<file path="src/common/pddr_pkg.sv">
`default_nettype none
// Shared constants and types of the phase delay and data ready block
package pddr_pkg;
   // Channel count and phase code geometry
   localparam int NUM_CH = 6;
   localparam int CODE_W = 12;
   localparam int CNT_W = 12;
   localparam int OSR_SEL_W = 3;
   // Log2 of the smallest oversampling ratio (32)
   localparam int OSR_MIN_LOG = 5;

   // Register port geometry
   localparam int ADDR_W = 4;
   localparam int DATA_W = 32;

   // Register offsets
   localparam logic [ADDR_W-1:0] OFF_PHASE_LOW = 4'h0;
   localparam logic [ADDR_W-1:0] OFF_PHASE_HIGH = 4'h4;
   localparam logic [ADDR_W-1:0] OFF_STATUS_COMM = 4'h8;
   localparam logic [ADDR_W-1:0] OFF_CONFIG = 4'hc;

   // Field positions in phase_reg_high and phase_reg_low
   localparam int POS_PAIR_A = 0;
   localparam int POS_PAIR_B = 12;
   localparam int POS_PAIR_C = 0;

   // Field positions in status_comm_register
   localparam int POS_LINK = 0;
   localparam int POS_FLAGS = 8;

   // Field positions in the configuration register
   localparam int POS_OSR = 0;
   localparam int POS_PRE = 4;
   localparam int POS_EXT = 6;
   localparam int POS_EN = 8;

   // Configuration carried as one bundle
   typedef struct packed {
      logic ext_clk;
      logic [1:0] prescale;
      logic [OSR_SEL_W-1:0] osr_sel;
      logic [NUM_CH-1:0] chan_en;
   } pddr_cfg_t;

   // Values after reset
   localparam logic [CODE_W-1:0] RST_PHASE_LOW = 12'h000;
   localparam logic [2*CODE_W-1:0] RST_PHASE_HIGH = 24'h000000;
   localparam logic RST_LINK = 1'b1;
   localparam logic [NUM_CH-1:0] RST_FLAGS = 6'h3f;
   localparam pddr_cfg_t RST_CFG = '{ext_clk: 1'b0, prescale: 2'h0, osr_sel: 3'h3, chan_en: 6'h3f};
endpackage : pddr_pkg
`default_nettype wire

</file>
<file path="src/verilog/pddr_chan_slot.sv">
`default_nettype none
// Per channel ready position: sign extension, half period shift, compare
module pddr_chan_slot
   import pddr_pkg::*;
(
   input wire logic [CODE_W-1:0] code_i,
   input wire logic is_ref_i,
   input wire logic [OSR_SEL_W-1:0] osr_sel_i,
   input wire logic [CNT_W-1:0] cnt_i,
   input wire logic tick_i,
   output logic [CNT_W-1:0] offset_o,
   output logic hit_o
);
   logic [CODE_W-1:0] ext_code; // Code sign extended from active sign bit
   logic [3:0] sign_pos; // Active sign bit position
   logic [CODE_W:0] half_osr; // Half the oversampling ratio
   logic [CODE_W:0] sum; // Shifted position

   // Decode position inside the output period
   always_comb begin
      sign_pos = 4'(OSR_MIN_LOG - 1) + 4'(osr_sel_i);
      for (int i = 0; i < CODE_W; i++) begin
         // Bits above the active sign bit are ignored
         ext_code[i] = (4'(i) > sign_pos) ? code_i[sign_pos] : code_i[i];
      end
      if (is_ref_i) begin
         ext_code = '0;
      end
      half_osr = 13'h1 << sign_pos;
      // Even channel lags for positive codes, leads for negative
      sum = half_osr + {ext_code[CODE_W-1], ext_code};
      // Sign extension bounds the sum to 0 .. OVERSAMPLING_RATIO-1
      offset_o = sum[CNT_W-1:0];
      hit_o = tick_i & (cnt_i == offset_o);
   end
endmodule : pddr_chan_slot
`default_nettype wire

</file>
<file path="src/verilog/pddr_clk_gen.sv">
`default_nettype none
// Derives the digital modulator clock enable from the selected master clock pin
module pddr_clk_gen
   import pddr_pkg::*;
(
   input wire logic clock_i,
   input wire logic rst_i,
   input wire logic xtal_clk_i,
   input wire logic ext_clk_i,
   input wire logic ext_sel_i,
   input wire logic [1:0] prescale_i,
   output logic digital_mod_clock_tick_o
);
   logic [1:0] xtal_sync_ff; // Two stage synchroniser, crystal clock
   logic [1:0] ext_sync_ff; // Two stage synchroniser, external clock
   logic mclk_prev_ff; // Previous selected level
   logic [2:0] pre_cnt_ff; // Prescaler counter
   logic [2:0] nxt_pre_cnt;
   logic mclk_lvl; // Selected synchronised master clock
   logic mclk_edge; // Rising edge of master clock
   logic [2:0] pre_mask; // Divide mask for 1, 2, 4, 8

   // Synchronisers only feed their own second stage
   always_ff @(posedge clock_i or posedge rst_i) begin
      if (rst_i) begin
         xtal_sync_ff <= 2'h0;
         ext_sync_ff <= 2'h0;
         mclk_prev_ff <= 1'b0;
         pre_cnt_ff <= 3'h0;
      end else begin
         xtal_sync_ff <= {xtal_sync_ff[0], xtal_clk_i};
         ext_sync_ff <= {ext_sync_ff[0], ext_clk_i};
         mclk_prev_ff <= mclk_lvl;
         pre_cnt_ff <= nxt_pre_cnt;
      end
   end

   // Source choice, edge detection and prescaling
   always_comb begin
      mclk_lvl = ext_sel_i ? ext_sync_ff[1] : xtal_sync_ff[1];
      mclk_edge = mclk_lvl & ~mclk_prev_ff;
      pre_mask = 3'(({1'b0, 3'h1} << prescale_i) - 4'h1);
      nxt_pre_cnt = pre_cnt_ff;
      digital_mod_clock_tick_o = 1'b0;
      if (mclk_edge) begin
         nxt_pre_cnt = pre_cnt_ff + 3'h1;
         // One tick per prescaled period sets the delay unit
         digital_mod_clock_tick_o = ((pre_cnt_ff & pre_mask) == pre_mask);
      end
   end
endmodule : pddr_clk_gen
`default_nettype wire

</file>
<file path="src/verilog/pddr_top.sv">
`default_nettype none
// What this block does
// - Even channel delayed by phase code periods
// - Delay unit follows prescaler and master clock
// - Unlinked: pair ready spacing equals programmed delay
// - Starts shifted by half the ratio
// - Delay limited to half ratio range
// - Sign bit position follows oversampling ratio
// - Any phase write restarts all channels
// - Unlinked: every enabled channel pulses pin
// - Linked default: only most lagging pulses
// - Linked: all enabled outputs latched together
// - Ready flags are read only
// - Flags reset high, drop on update
// - Status read sets all flags high
// - Linked: flags update with pin pulse
// - Unlinked: flags update per channel
// - Flag low selects crystal oscillator
// - Flag high bypasses oscillator, pulls down
// - Three 12-bit pair codes in registers
// - Positive lags even channel, negative leads
module pddr_top
   import pddr_pkg::*;
(
   input wire logic clock_i,
   input wire logic rst_i,
   input wire logic [ADDR_W-1:0] addr_i,
   input wire logic [DATA_W-1:0] wdata_i,
   input wire logic wr_i,
   input wire logic rd_i,
   output logic [DATA_W-1:0] rdata_o,
   input wire logic xtal_clk_i,
   input wire logic ext_clk_i,
   output logic osc_enable_o,
   output logic crystal_pin_two_pulldown_o,
   output logic data_ready_pin_n_o,
   output logic [NUM_CH-1:0] chan_latch_o,
   output logic chan_restart_o
);
   // Register state
   logic [CODE_W-1:0] phase_reg_low_ff; // Pair C code
   logic [2*CODE_W-1:0] phase_reg_high_ff; // Pair B and pair A codes
   logic ready_link_select_ff; // Linked data ready mode
   pddr_cfg_t cfg_ff; // Ratio, prescaler, clock source, enables
   logic [NUM_CH-1:0] chan_ready_flags_ff; // Low means ready
   logic [DATA_W-1:0] rdata_ff; // Read data, one cycle after strobe
   // Next values of the register group
   logic [CODE_W-1:0] nxt_phase_reg_low;
   logic [2*CODE_W-1:0] nxt_phase_reg_high;
   logic nxt_ready_link_select;
   pddr_cfg_t nxt_cfg;
   logic [NUM_CH-1:0] nxt_chan_ready_flags;
   logic [DATA_W-1:0] nxt_rdata;

   // Timing state
   logic [CNT_W-1:0] cnt_ff; // Position in output period
   logic dr_n_ff; // Data ready pin, active low
   logic [NUM_CH-1:0] latch_ff; // Output register update pulses
   logic restart_ff; // Restart pulse to converters
   logic osc_en_ff; // Oscillator enable pin
   logic crystal_pin_two_pd_ff; // Pull down of crystal pin two
   // Next values of the timing group
   logic [CNT_W-1:0] nxt_cnt;
   logic nxt_dr_n;
   logic [NUM_CH-1:0] nxt_latch;
   logic nxt_restart;
   logic nxt_osc_en; // Oscillator runs while the crystal is chosen
   logic nxt_crystal_pin_two_pd; // Pin two pulled down for an external clock

   // Combinational helpers
   logic digital_mod_clock_tick; // One cycle per modulator clock period
   logic restart; // Restart request this cycle
   logic [CNT_W-1:0] cnt_last; // OVERSAMPLING_RATIO minus one
   logic [NUM_CH-1:0] hit; // Channel ready position reached
   logic [CNT_W-1:0] offset [NUM_CH]; // Ready position per channel
   logic [CODE_W-1:0] code [NUM_CH]; // Raw code per channel
   logic [CNT_W-1:0] lag_offset; // Position of most lagging enabled channel
   logic linked_hit; // Most lagging channel ready
   logic [NUM_CH-1:0] upd; // Output registers updated this cycle

   // Modulator clock enable from the chosen master clock
   // One tick marks one digital_mod_clock period of the selected source
   pddr_clk_gen u_clk_gen (
      .clock_i(clock_i),
      .rst_i(rst_i),
      .xtal_clk_i(xtal_clk_i),
      .ext_clk_i(ext_clk_i),
      .ext_sel_i(cfg_ff.ext_clk),
      .prescale_i(cfg_ff.prescale),
      .digital_mod_clock_tick_o(digital_mod_clock_tick)
   );

   // Codes per channel: pair A is channels 1/0, B 3/2, C 5/4
   always_comb begin
      code[0] = phase_reg_high_ff[POS_PAIR_A +: CODE_W];
      // Odd channels are the reference and carry no code
      code[1] = '0;
      code[2] = phase_reg_high_ff[POS_PAIR_B +: CODE_W];
      code[3] = '0;
      code[4] = phase_reg_low_ff[POS_PAIR_C +: CODE_W];
      code[5] = '0;
   end

   // One slot per channel; odd channels are the time reference
   // Each slot sign extends its code and compares it with the counter
   for (genvar ch = 0; ch < NUM_CH; ch++) begin : g_slot
      pddr_chan_slot u_slot (
         .code_i(code[ch]),
         .is_ref_i(ch % 2 == 1),
         .osr_sel_i(cfg_ff.osr_sel),
         .cnt_i(cnt_ff),
         .tick_i(digital_mod_clock_tick),
         .offset_o(offset[ch]),
         .hit_o(hit[ch])
      );
   end

   // Register writes and reads
   always_comb begin
      nxt_phase_reg_low = phase_reg_low_ff;
      nxt_phase_reg_high = phase_reg_high_ff;
      nxt_ready_link_select = ready_link_select_ff;
      nxt_cfg = cfg_ff;
      // Read data are zero unless a read is made
      nxt_rdata = '0;
      restart = 1'b0;
      // Writes land at the edge that samples the strobe
      if (wr_i) begin
         case (addr_i)
            OFF_PHASE_LOW: begin
               // Pair C code; rewriting the same value still restarts
               nxt_phase_reg_low = wdata_i[CODE_W-1:0];
               restart = 1'b1;
            end
            OFF_PHASE_HIGH: begin
               // Pair A in the low half, pair B above it
               nxt_phase_reg_high = wdata_i[2*CODE_W-1:0];
               restart = 1'b1;
            end
            OFF_STATUS_COMM: begin
               // Only the mode bit is writable; flags ignore writes
               nxt_ready_link_select = wdata_i[POS_LINK];
            end
            OFF_CONFIG: begin
               nxt_cfg.osr_sel = wdata_i[POS_OSR +: OSR_SEL_W];
               nxt_cfg.prescale = wdata_i[POS_PRE +: 2];
               nxt_cfg.ext_clk = wdata_i[POS_EXT];
               nxt_cfg.chan_en = wdata_i[POS_EN +: NUM_CH];
               // A new ratio moves every ready position
               restart = 1'b1;
            end
            default: begin
               // Unmapped writes are dropped
            end
         endcase
      end
      // Read data stand for the one cycle after the strobe
      if (rd_i) begin
         case (addr_i)
            OFF_PHASE_LOW: nxt_rdata[CODE_W-1:0] = phase_reg_low_ff;
            OFF_PHASE_HIGH: nxt_rdata[2*CODE_W-1:0] = phase_reg_high_ff;
            OFF_STATUS_COMM: begin
               // Flags read 1 while a channel has no fresh result
               nxt_rdata[POS_LINK] = ready_link_select_ff;
               nxt_rdata[POS_FLAGS +: NUM_CH] = chan_ready_flags_ff;
            end
            OFF_CONFIG: begin
               nxt_rdata[POS_OSR +: OSR_SEL_W] = cfg_ff.osr_sel;
               nxt_rdata[POS_PRE +: 2] = cfg_ff.prescale;
               nxt_rdata[POS_EXT] = cfg_ff.ext_clk;
               nxt_rdata[POS_EN +: NUM_CH] = cfg_ff.chan_en;
            end
            default: nxt_rdata = '0; // Unmapped reads return zero
         endcase
      end
   end

   // Output period counter and ready pulses
   always_comb begin
      // Last count of the output period, OVERSAMPLING_RATIO minus one
      cnt_last = 12'(({1'b0, 12'h1} << (OSR_MIN_LOG + 32'(cfg_ff.osr_sel))) - 13'h1);
      // Most lagging enabled channel has the latest position
      lag_offset = '0;
      for (int i = 0; i < NUM_CH; i++) begin
         // Disabled channels never set the lagging point
         if (cfg_ff.chan_en[i] && offset[i] > lag_offset) begin
            lag_offset = offset[i];
         end
      end
      // Linked mode fires once, at the latest enabled position
      linked_hit = digital_mod_clock_tick & (cnt_ff == lag_offset) & (|cfg_ff.chan_en);
      if (ready_link_select_ff) begin
         // Every enabled channel latches with the most lagging one
         upd = {NUM_CH{linked_hit}} & cfg_ff.chan_en;
      end else begin
         // Each enabled channel fires at its own position
         upd = hit & cfg_ff.chan_en;
      end
      // A restart zeroes the count so every start moves together
      nxt_cnt = cnt_ff;
      if (restart) begin
         nxt_cnt = '0;
      end else if (digital_mod_clock_tick) begin
         nxt_cnt = (cnt_ff == cnt_last) ? '0 : cnt_ff + 12'h1;
      end
      // Pin low for one cycle on any update, never during a restart
      nxt_dr_n = ~(|upd) | restart;
      nxt_latch = restart ? '0 : upd;
      // Converters see the restart one cycle after the write
      nxt_restart = restart;
   end

   // Ready flags: update beats the read that sets them back
   always_comb begin
      // Flags hold unless read or updated
      nxt_chan_ready_flags = chan_ready_flags_ff;
      // Reading the status register marks every channel not ready
      if (rd_i && addr_i == OFF_STATUS_COMM) begin
         nxt_chan_ready_flags = RST_FLAGS;
      end
      // An update in the same cycle as a read leaves the flag low
      if (!restart) begin
         nxt_chan_ready_flags = nxt_chan_ready_flags & ~upd;
      end
   end

   // Oscillator pin controls follow the clock source select
   always_comb begin
      // Crystal in use: keep the oscillator running
      nxt_osc_en = ~cfg_ff.ext_clk;
      // External clock: oscillator bypassed, pin two held low
      nxt_crystal_pin_two_pd = cfg_ff.ext_clk;
   end

   // Register file state: phase codes, mode bit, configuration, read data
   always_ff @(posedge clock_i or posedge rst_i) begin
      if (rst_i) begin
         // Power up defaults: linked mode, all channels on
         phase_reg_low_ff <= RST_PHASE_LOW;
         phase_reg_high_ff <= RST_PHASE_HIGH;
         ready_link_select_ff <= RST_LINK;
         cfg_ff <= RST_CFG;
         rdata_ff <= '0;
      end else begin
         // Write and read results land here
         phase_reg_low_ff <= nxt_phase_reg_low;
         phase_reg_high_ff <= nxt_phase_reg_high;
         ready_link_select_ff <= nxt_ready_link_select;
         cfg_ff <= nxt_cfg;
         rdata_ff <= nxt_rdata;
      end
   end

   // Timing state: period counter and the pulses it launches
   always_ff @(posedge clock_i or posedge rst_i) begin
      if (rst_i) begin
         // Counter starts from the reset point, pin idles high
         cnt_ff <= '0;
         dr_n_ff <= 1'b1;
         latch_ff <= '0;
         restart_ff <= 1'b0;
      end else begin
         // The tick gates the count; pulses last one clock
         cnt_ff <= nxt_cnt;
         dr_n_ff <= nxt_dr_n;
         latch_ff <= nxt_latch;
         restart_ff <= nxt_restart;
      end
   end

   // Ready flag state
   always_ff @(posedge clock_i or posedge rst_i) begin
      if (rst_i) begin
         // Nothing is ready after reset
         chan_ready_flags_ff <= RST_FLAGS;
      end else begin
         chan_ready_flags_ff <= nxt_chan_ready_flags;
      end
   end

   // Oscillator pin state
   always_ff @(posedge clock_i or posedge rst_i) begin
      if (rst_i) begin
         // Default source is the crystal
         osc_en_ff <= 1'b1;
         crystal_pin_two_pd_ff <= 1'b0;
      end else begin
         osc_en_ff <= nxt_osc_en;
         crystal_pin_two_pd_ff <= nxt_crystal_pin_two_pd;
      end
   end

   // Outputs straight from flip-flops
   assign rdata_o = rdata_ff;
   // Pin is active low and idles high after reset
   assign data_ready_pin_n_o = dr_n_ff;
   assign chan_latch_o = latch_ff;
   assign chan_restart_o = restart_ff;
   assign osc_enable_o = osc_en_ff;
   assign crystal_pin_two_pulldown_o = crystal_pin_two_pd_ff;
endmodule : pddr_top
`default_nettype wire
</file>
<file path="config.mk">
export PLATFORM = sky130hd
export DESIGN_NAME = pddr_top
export DESIGN_NICKNAME = d
export VERILOG_FILES = /design/src/common/pddr_pkg.sv /design/src/verilog/pddr_chan_slot.sv /design/src/verilog/pddr_clk_gen.sv /design/src/verilog/pddr_top.sv
export SDC_FILE = /design/constraint.sdc
export NUM_CORES = 1
export LEC_CHECK = 0
export ABC_CLOCK_PERIOD_IN_PS = 27300
export CELL_PAD_IN_SITES_DETAIL_PLACEMENT = 0
export CELL_PAD_IN_SITES_GLOBAL_PLACEMENT = 2
export CORE_ASPECT_RATIO = 1.25
export CORE_MARGIN = 2
export CORE_UTILIZATION = 44
export CTS_CLUSTER_DIAMETER = 60
export DETAILED_ROUTE_END_ITERATION = 8
export DONT_BUFFER_PORTS = 1
export MAX_ROUTING_LAYER = met4
export PLACE_DENSITY = 0.93
export SLEW_MARGIN = 20
export SYNTH_ARGS = -nofsm -noshare
export SYNTH_HDL_FRONTEND = slang
export SYNTH_SLANG_ARGS = --single-unit
export TNS_END_PERCENT = 30
</file>
<file path="constraint.sdc">
create_clock -name clock_i -period 27.3 [get_ports clock_i]
set_clock_uncertainty 0.1 [all_clocks]
set_input_delay 2.73 -clock clock_i [delete_from_list [all_inputs] [get_ports clock_i]]
set_output_delay 2.73 -clock clock_i [all_outputs]
set_load 0.005 [all_outputs]
</file>
=== Word level (Yosys, flattened, before mapping) ===
Index checks and enable logic that the tools add are counted.

* Input port bits: 42
* Register bits after elaboration: 117
* Word-level logic and storage cells: 160

* Add/subtract/negate cells: 9
* Magnitude comparators: 19
* Muxes and demuxes: 68
* Reductions and logical operators: 16
* Eq/ne operators: 10
* Bitwise gates (word level): 16
* Shift operators: 3

{| class="wikitable"
|+ Operator list
! kind !! number
|-
| $mux W12 || 9
|-
| $eq A12 B12 Y1 || 6
|-
| $gt A12 B12 Y1 || 5
|-
| $mux W1 || 43
|-
| $add A12 B12 Y12 || 3
|-
| $mux W24 || 1
|-
| $mux W6 || 4
|-
| $shl A1 B4 Y12 const A || 2
|-
| $and A6 B6 Y6 || 3
|-
| $gt A3 B4 Y1 const A || 4
|-
| $gt A4 B4 Y1 const A || 4
|-
| $pmux W4 S4 || 1
|-
| $add A12 B1 Y12 const B || 1
|-
| $bmux W1 S4 || 3
|-
| $gt A12 B1 Y1 const B || 1
|-
| $pmux W2 S3 || 2
|-
| $reduce_or A6 Y1 || 2
|-
| $sub A12 B1 Y12 const B || 1
|-
| $mux W10 || 1
|-
| $pmux W3 S3 || 1
|-
| $add A3 B3 Y4 const A || 2
|-
| $eq A4 B4 Y1 const B || 2
|-
| $gt A1 B4 Y1 const A || 2
|-
| $gt A2 B4 Y1 const A || 2
|-
| other kinds (18) || 36
|}

=== Depth between registers and ports, before layout ===
Gate-level depths: netlist of run 1.

* Depth after elaboration: 31
* Gate-level depth with buffers: 80
* Mapped depth without buffers: 72

=== Cells and area by module ===
Synthesis of run 1 repeated with hierarchy kept, for this count alone.

* Cell total of the unflattened synthesis: 1903
* Area, all modules: 15280.9 um^2

{| class="wikitable"
|+ By module, submodules not included
! module !! cells an instance !! area each (um^2) !! instances !! sequential area each (um^2)
|-
| pddr_top || 829 || 7517.2 || 1 || 2548.7
|-
| pddr_chan_slot at g_slot[2].u_slot ... || 182 || 1263.7 || 4 || 0.0
|-
| pddr_chan_slot at g_slot[0].u_slot ... || 162 || 1198.6 || 2 || 0.0
|-
| pddr_clk_gen || 22 || 311.5 || 1 || 200.2
|}

=== Worst setup path before layout of run 1 ===
OpenSTA, ideal clock, no wires.

* Kind: reg2reg
* From: register cfg_ff[7] (netlist name)
* To: register latch_ff[2] (netlist: chan_latch_o[2])
* Data arrival time: 14.660 ns
* Cell stages (with the launch flop): 78
* Clock period less this slack: 14.826 ns
* Path buffers: 8
* Slack: 12.474 ns
* Setup time: 0.066 ns
* Cell sequence: dfstp_2 > buf_4 > clkbuf_1 > nor2_1 > nand2_1 > inv_1 > mux2_2 > ha_1 > nand4b_1 > o221ai_2 > nand3_1 > a211oi_2 > xor2_2 > nor4_4 > a21oi_1 > nand2_1 > ha_1 > and4_1 > [42 not listed] > ha_1 > a21o_1 > a21oi_1 > nor2b_1 > o21ai_0 > nand2b_1 > a21oi_1 > nor2b_1 > o21ai_0 > nand2_1 > a31oi_1 > nor2_1 > o311ai_0 > xnor2_1 > o211ai_1 > o41ai_2 > buf_4 > and2_1

* Cells in the longest elaborated chain, start to end: 29

{| class="wikitable"
|+ Ends and longest elaborated chain
! item !! line !! source
|-
| start: declaration || pddr_top.sv:44 || <nowiki>pddr_cfg_t cfg_ff;</nowiki>
|-
| start signal: assignment || pddr_top.sv:249 || <nowiki>cfg_ff <= nxt_cfg;</nowiki>
|-
| $add A3 B3 Y4 * || pddr_chan_slot.sv:21 || <nowiki>sign_pos = 4'(OSR_MIN_LOG - 1) + 4'(osr_sel_i);</nowiki>
|-
| $bmux W1 S4 || pddr_chan_slot.sv:24 || <nowiki>ext_code[i] = (4'(i) > sign_pos) ? code_i[sign_pos] : code_i[i];</nowiki>
|-
| $mux W1 (not written as such) || pddr_chan_slot.sv:24 ||
|-
| $mux W1 || pddr_chan_slot.sv:24 ||
|-
| $add A12 B12 Y12 || pddr_chan_slot.sv:31 || <nowiki>sum = half_osr + {ext_code[CODE_W-1], ext_code};</nowiki>
|-
| $gt A12 B1 Y1 || pddr_top.sv:186 || <nowiki>if (cfg_ff.chan_en[i] && offset[i] > lag_offset) begin</nowiki>
|-
| $logic_and A1 B1 Y1 || pddr_top.sv:186 ||
|-
| $mux W12 || pddr_top.sv:186 ||
|-
| [13 not listed] || - ||
|-
| $logic_and A1 B1 Y1 || pddr_top.sv:186 ||
|-
| $mux W12 || pddr_top.sv:186 ||
|-
| $eq A12 B12 Y1 || pddr_top.sv:191 || <nowiki>linked_hit = digital_mod_clock_tick & (cnt_ff == lag_offset) & (|cfg_ff.chan_en);</nowiki>
|-
| $and A1 B1 Y1 (2 in a row) || pddr_top.sv:191 ||
|-
| $and A6 B6 Y6 || pddr_top.sv:194 || <nowiki>upd = {NUM_CH{linked_hit}} & cfg_ff.chan_en;</nowiki>
|-
| $mux W6 * || pddr_top.sv:192 || <nowiki>if (ready_link_select_ff) begin</nowiki>
|-
| $mux W6 * || pddr_top.sv:208 || <nowiki>nxt_latch = restart ? '0 : upd;</nowiki>
|-
| named net nxt_latch[2] || pddr_top.sv:65 || <nowiki>logic [NUM_CH-1:0] nxt_latch;</nowiki>
|-
| end signal: assignment || pddr_top.sv:266 || <nowiki>latch_ff <= nxt_latch;</nowiki>
|-
| end: declaration || pddr_top.sv:58 || <nowiki>logic [NUM_CH-1:0] latch_ff;</nowiki>
|}

Mark *: on every way through the listed nets, which the timed path passes. The rest lies on a longest branch. The select of a mux whose other input is x is not followed.
A chain may end at the register's enable or synchronous reset.

=== Worst setup path in the final report of run 1 ===
* From: register cfg_ff[6] (netlist name)
* To: register latch_ff[0] (netlist: chan_latch_o[0])

Same word-level chain as after synthesis.

==> results.md, run 1 <==
* Die height at 174 um
* TritonCTS clock tree: done
* Die area at 24400 um2
* Max Cap Viol at 0
* Worst reg2reg path startpoint: cfg_ff[6]
* Slowest CP cell: a221oi_4
* Status: finished clean
* Filler Cells Inserted at between 2000 and 2500
* Top-count cell post-synth: nand2_1
* Clock Sink Count at 109
* Post-CTS setup repair buffer count at 0
* Dpl ws at a little under 9 ns
* # DRC at 0
* First drt pass iteration count at 6
* CP most frequent cell: a21oi_1
* Clk slew on worst S/H paths at 0.07 ns
* Fraction of registers with async set/reset at 1.00
* Endpoint, Worst Hold: u_clk_gen.xtal_sync_ff[1]
* Via count at 8753
* Primary FF master, synth: dfrtp_1
* Final ANT Viol Nets at 0
* List of most frequent post-synthesis cells: nand2_1 (112), nor2_1 (105), dfrtp_1 (92)
* GRT Total Usage at 0.281
* DP HPWL at 25600 um
* Num ports at 84
* CTS Hold Bufs at 0
* H-tree depth at 3
* Final worst path period need at 18.66 ns
* Worst-skew pair later-pin latency at 0.35 ns
* Vias in the first global route at 8851
* Power Dens Cells at 125 nW/um2
* Pleak at 4.82 nW
* RSZ-0062 raised after global routing: no
* Worst-path maximum fanout at 25
* Via density at ~6.0
* CORE AREA at 22900 um2
* Grt total ovfl at 0
* Min Hold Slack at 0.258 ns
* Reg2reg setup slack at slightly below 9 ns
* F_max at around 0.054 GHz
* Max VDD drop at 60.0 uV
* Period utilization at 0.683
* Post-synth EDFFs at 0
* Sequential power share at 0.187
* Clock power frac at 0.101
* GPL Wtd Cong at 0.957
* Arrival time at the worst endpoint at about 19 ns
* CP endpoint kind: register
* Global-route wire length before repair at 51300 um
* Share of post-route cells with drive strength above 1 at 0.115
* #FFs+latches synth at 109
* Fin util at 0.468
* Register area at 2750 um2
* Switch share at 0.514
* Area Growth Syn to Fin at 5.18%
* Total Power at 1.34 mW
* Setup TNS Final at 0 ns
* Nets at about 1300
* WS Path Type: reg -> reg
* Worst EP required at 27.49 ns
* Mapped Cells at 1186
* Hold_sp: u_clk_gen.xtal_sync_ff[0]
* Yosys warns at 0
* Reg2Reg Depth at 70
* Initial Utilization at 0.445
* Antenna violations before repair at 0
* Row count at 62
* Gate power share at 0.713
* CTS root buffer: clkbuf_16
* Final Max Slew Viols at 0
* Sequential cell area fraction in the yosys report at 0.270
* Drt total wl at 33000 um
* Setup violations, final at 0
* Distinct cells, synth at 92
* CP peak stage delay at 0.85 ns
* Initial DRC Count at 556
* Multi-input gate area at 6980 um2
* Synth top area share at 0.226
* P_int at 652 uW
* Crit start category: register
* Clock Path Buffers at 2
* Worst slew pin tran at 1.03 ns
* Hold Path Stages at 0
* Sw power at about 690 uW
* Area leader, netlist: dfrtp_1
* Port Buffer Count at 0
* Final worst slack at 8.64 ns
* Top cells by area, synth: dfrtp_1 (23%), ha_1 (11%), mux2_2 (6.2%), xnor2_1 (4.8%), dfstp_2 (4.4%)
* Hold crit path type: reg -> reg
* Slew HR at 0.316
* Inserted Clock Buffers at 9
* Worst reg2reg endpoint: chan_latch_o[0]
* WL/cell at 22.6 um
* Count of final hold-check violations at 0
* Mapped Area at 10200 um2
* Resize count post-CTS at 0
* Synthesized area per cell at roughly 8.6 um2
* Chip width at 140 um
* Largest net degree at the start of global routing at 72
[cell families after synthesis]
group                      after synthesis  share of synthesized area
DFF                                    109                      0.270
and+or+nand+nor                        398                      0.189
AOI/OAI and AO/OA                      274                      0.182
muxes                                   98                      0.111
other                                    2                   0.000737
adders and majority gates               93                      0.116
buffers and inverters                  123                     0.0529
xor gates and xnor gates                89                     0.0791
[power by group through the flow]
stage / Sequential, mW / Combinational, mW / Clock [mW]
floorplan: 0.217 / 0.737 / 0
global placement: 0.251 / 0.929 / 0
detailed placement: 0.252 / 0.939 / 0
CTS: 0.249 / 0.945 / 0.138
global route: 0.254 / 1.06 / 0.142
finish: 0.250 / 0.955 / 0.135
[metrics by stage]
stage	instances	cell area [um2]
floorplan	1207	10300
global placement	1442	10400
detailed placement	1442	10400
CTS	1458	10700
global route	1458	10700
finish	1459	10700
[state kept, by name, indices dropped and copies added, names as in the netlist, 2 cells and up]
name and cells:
phase_reg_high_ff 24, rdata_o 24, cnt_ff 12, phase_reg_low_ff 12, cfg_ff 11, chan_latch_o 6, chan_ready_flags_ff 6, u_clk_gen.pre_cnt_ff 3
u_clk_gen.ext_sync_ff 2, u_clk_gen.xtal_sync_ff 2
[placed cells by master (no fill, tap or decap), types with 7 or more instances in the layout]
master	n
or3_1	14
nand4_1	15
xnor2_1	56
or2_2	8
conb_1	23
nand3_1	29
and3_1	22
buf_4	12
mux2i_1	34
dfrtp_1	92
xor2_1	31
nor2_1	105
a21o_1	21
nor3_1	20
a22oi_1	7
clkbuf_16	9
o21ai_0	71
ha_1	88
nand2_1	112
dfstp_2	17
nor4_1	13
a31oi_1	16
inv_1	53
a21oi_1	65
nor2b_1	13
nand2b_1	10
o2111ai_1	7
o211ai_1	9
mux2_2	56
and2_1	24
[per-layer routing]
layer / global-route usage / part of all wire / vias up
li1: - / - / 4195
met1: 0.331 / 0.42 / 4221
met2: 0.477 / 0.50 / 263
met3: 0.0353 / 0.044 / 74
met4: 0.133 / 0.044 / 0
met5: - / 0 / -
[worst max-delay path: cells and delay by family, from the launching register on]
family,cells,cell delay [ns]
AOI/OAI and AO/OA,27,7.59
and+or+nand+nor,26,5.22
adders and majority gates,6,1.85
buffers and inverters,7,1.58
muxes,3,1.19
DFF,1,0.81
xor gates and xnor gates,1,0.17
[worst max-delay path by stage]
stage	startpoint	end	slack, ns	cells after the start
2_1_floorplan	cfg_ff[7]	chan_latch_o[2]	12.47	77
3_3_place_gp	cfg_ff[6]	chan_latch_o[0]	9.11	70
3_5_place_dp	cfg_ff[6]	chan_latch_o[0]	8.91	69
4_1_cts	cfg_ff[6]	chan_latch_o[0]	8.81	69
5_1_grt	cfg_ff[6]	chan_latch_o[0]	6.96	70
6_report	cfg_ff[6]	chan_latch_o[0]	8.64	70
[cell type report]
cell class | count | share of cell area
Antenna cell | 1 | 0.000233
Clock buffer | 11 | 0.0226
Clock inverter | 5 | 0.00630
Inverter | 58 | 0.0210
Multi-Input combinational cell | 975 | 0.651
Sequential cell | 109 | 0.256
Tap cell | 288 | 0.0336
Timing Repair Buffer | 12 | 0.00840
No activity file was read; power rests on OpenSTA's default activity.
==> inputs of run 2 (changes only) <==
Settings changed: ABC_AREA set to 1, ABC_CLOCK_PERIOD_IN_PS 27300 to 16300, CORE_UTILIZATION 44 to 34, PLACE_DENSITY 0.93 to 0.83.
Clock period 27.3 ns to 16.3 ns, I/O delays scaled along.
==> results.md, run 2 <==
* DR top layer: met4
* Antenna cells at 0
* Hold crit path type: reg -> reg
* Top-count cell post-synth: nand2_1
* Endpoint, Worst Hold: u_clk_gen.ext_sync_ff[1]
* Setup violations, final at 0
* List of most frequent post-synthesis cells: nand2_1 (343), inv_1 (192), nor2_1 (112)
* Fraction of registers with async set/reset at 1.00
* Worst reg2reg path startpoint: cfg_ff[8]
* Clock Sink Count at 109
* Area leader, netlist: dfrtp_1
* Power Dens Cells at 186 nW/um2
* Slowest CP cell: nor2_1
* Distinct cells, synth at 54
* Commonest non-fill, non-tap cell in the layout: nand2_1
* Yosys warns at 0
* Grt total ovfl at 0
* Chip width at 156 um
* H-tree depth at 3
* Crit start category: register
* Area Growth Syn to Fin at 7.00%
* Nets at 1523
* Largest net degree at the start of global routing at 57
* CTS Hold Bufs at 0
* CORE AREA at 28300 um2
* DP HPWL at 26800 um
* Arrival time at the worst endpoint at 13.30 ns
* Final ANT Viol Nets at 0
* GPL Wtd Cong at approximately 0.9
* Inserted Clock Buffers at 9
* Worst reg2reg endpoint: chan_ready_flags_ff[5]
* Row count at just under 70
* Pleak at 5.57 nW
* Die height at 193 um
* Drt total wl at 33000 um
* # DRC at 0
* CP most frequent cell: nand2_1
* Worst EP required at around 17 ns
* Resize count post-CTS at 0
* Clock Path Buffers at 2
* Final Max Slew Viols at 0
* Via density at 5.12
* Total Power at 1.94 mW
* Reg2reg setup slack at ~3.2 ns
* WS Path Type: reg -> reg
* Primary FF master, synth: dfrtp_1
* GRT Total Usage at 0.227
* Antenna violations before repair at 0
* Port Buffer Count at 0
* RSZ-0062 raised after global routing: no
* Reg2Reg Depth at between 70 and 80
* Routed wl met2 at 16300 um
* Status: finished clean
* F_max at approximately 0.076 GHz
* Finished Layout Cells at 1750
* Hold_sp: u_clk_gen.ext_sync_ff[0]
* Setup TNS Final at 0 ns
* CTS root buffer: clkbuf_16
* Vias in the first global route at 8731
* M1 WL at between 10000 and 15000 um
* First drt pass iteration count at 5
* Global-route wire length before repair at between 50000 and 60000 um
* Count of final hold-check violations at 0
* Top cells by area, synth: dfrtp_1 (24%), nand2_1 (13%), ha_1 (11%), inv_1 (7.4%), o21ai_0 (5.3%)
* Max VDD drop at 82.9 uV
* Final worst path period need at 13.10 ns
* Share of post-route cells with drive strength above 1 at 0.0781
* Mapped Cells at between 1000 and 1500
* Via count at 8962
* Num ports at 84
* CP peak stage delay at 0.59 ns
* #FFs+latches synth at around 110
* Post-CTS setup repair buffer count at 0
* CP endpoint kind: register
* Worst-skew pair later-pin latency at 0.36 ns
* Mapped Area at between 9000 and 10000 um2
* Synthesized area per cell at 6.99 um2
* Hold Path Stages at 0
* Dpl cells at 1734
* Min Hold Slack at 0.258 ns
* Most frequent cells in the layout: nand2_1 (343), inv_1 (191), nor2_1 (112), o21ai_0 (103), dfrtp_1 (92)
* Met3 WL at 1170 um
* Worst-path maximum fanout at 23
* Filler Cells Inserted at 3073
* TritonCTS clock tree: done
* Clk slew on worst S/H paths at around 0.080 ns
* Synth top area share at 0.236
* Worst slew pin tran at around 0.75 ns
* Post-synth EDFFs at 0
* Period utilization at 0.804
* Die area at 30100 um2
* Max Cap Viol at 0
* WL/cell at 18.8 um
* Initial Utilization at 0.345
* Slew HR at 0.488
* Sequential cell area fraction in the yosys report at 0.282
* Initial DRC Count at 567
[run 2: cell count changes after synthesis, sizes merged, moves of 14 or more]
cell    previous run  this run
and2              24         0
inv               56       198
clkbuf            43        23
a21o              21         5
mux2i             34         0
xor2              32        53
xnor2             57         6
mux2              58         1
or3               14         0
o21ai             76       126
nand2            112       361
and3              22         0
nand3             29        74
o22ai              0        32
[run 2: critical path, delay by kind of cell, from the launching register on]
kind | cells | cell delay (ns)
AOI/OAI and AO/OA | 12 | 2.29
xor gates and xnor gates | 1 | 0.29
adders and majority gates | 6 | 1.99
buffers and inverters | 10 | 1.25
DFF | 1 | 0.55
and+or+nand+nor | 43 | 6.53
[run 2: through the flow]
stage	setup slack (ns)	instance area [um2]	util
5_1_grt	1.66	10400	0.369
3_3_place_gp	3.18	10100	0.357
6_report	3.20	10400	0.369
2_1_floorplan	5.40	9840	-
3_5_place_dp	3.12	10100	0.357
4_1_cts	3.09	10400	0.369
[run 2: worst max path at each step]
stage               depth (start not counted)                      to  slack [ns]      start
floorplan                                  77  chan_ready_flags_ff[1]        5.40  cfg_ff[8]
global placement                           73  chan_ready_flags_ff[1]        3.18  cfg_ff[8]
detailed placement                         73  chan_ready_flags_ff[5]        3.12  cfg_ff[8]
CTS                                        73  chan_ready_flags_ff[5]        3.09  cfg_ff[8]
global route                               73  chan_ready_flags_ff[3]        1.66  cfg_ff[8]
finish                                     72  chan_ready_flags_ff[5]        3.20  cfg_ff[8]
[run 2: layout make-up]
type / count / area (um2) / area share
Timing Repair Buffer: 9 / 67.6 / 0.00647
Clock buffer: 9 / 225 / 0.0216
Multi-Input combinational cell: 1055 / 6080 / 0.582
Tap cell: 355 / 444 / 0.0425
Inverter: 206 / 776 / 0.0743
Sequential cell: 109 / 2750 / 0.263
Clock inverter: 7 / 100 / 0.00959
[run 2: cells by family (layout without fill, tap and decap cells)]
| kind of cell | count (synthesis) | count (layout) | synth area share |
|---|---|---|---|
| simple gates | 606 | 606 | 0.271 |
| compound gates | 275 | 275 | 0.168 |
| buf+inv | 254 | 231 | 0.105 |
| flops | 109 | 109 | 0.282 |
| fa+ha+maj | 91 | 91 | 0.119 |
| xor+xnor | 59 | 59 | 0.0530 |
| other cells | 2 | 23 | 0.000770 |
| mux | 1 | 1 | 0.00115 |
[run 2: power breakdown]
part	switching (mW)	total [mW]	leakage, nW	internal (mW)
combinational	0.865	1.32	4.05	0.451
clock	0.113	0.238	0.158	0.125
sequential	0.0587	0.385	1.36	0.326
total	1.04	1.94	5.57	0.902
[run 2: per-layer routing]
layer / track usage / up-vias
met2: 0.389 / 231
met1: 0.274 / 4127
li1: - / 4547
met3: 0.0199 / 57
met5: - / -
met4: 0.0917 / 0
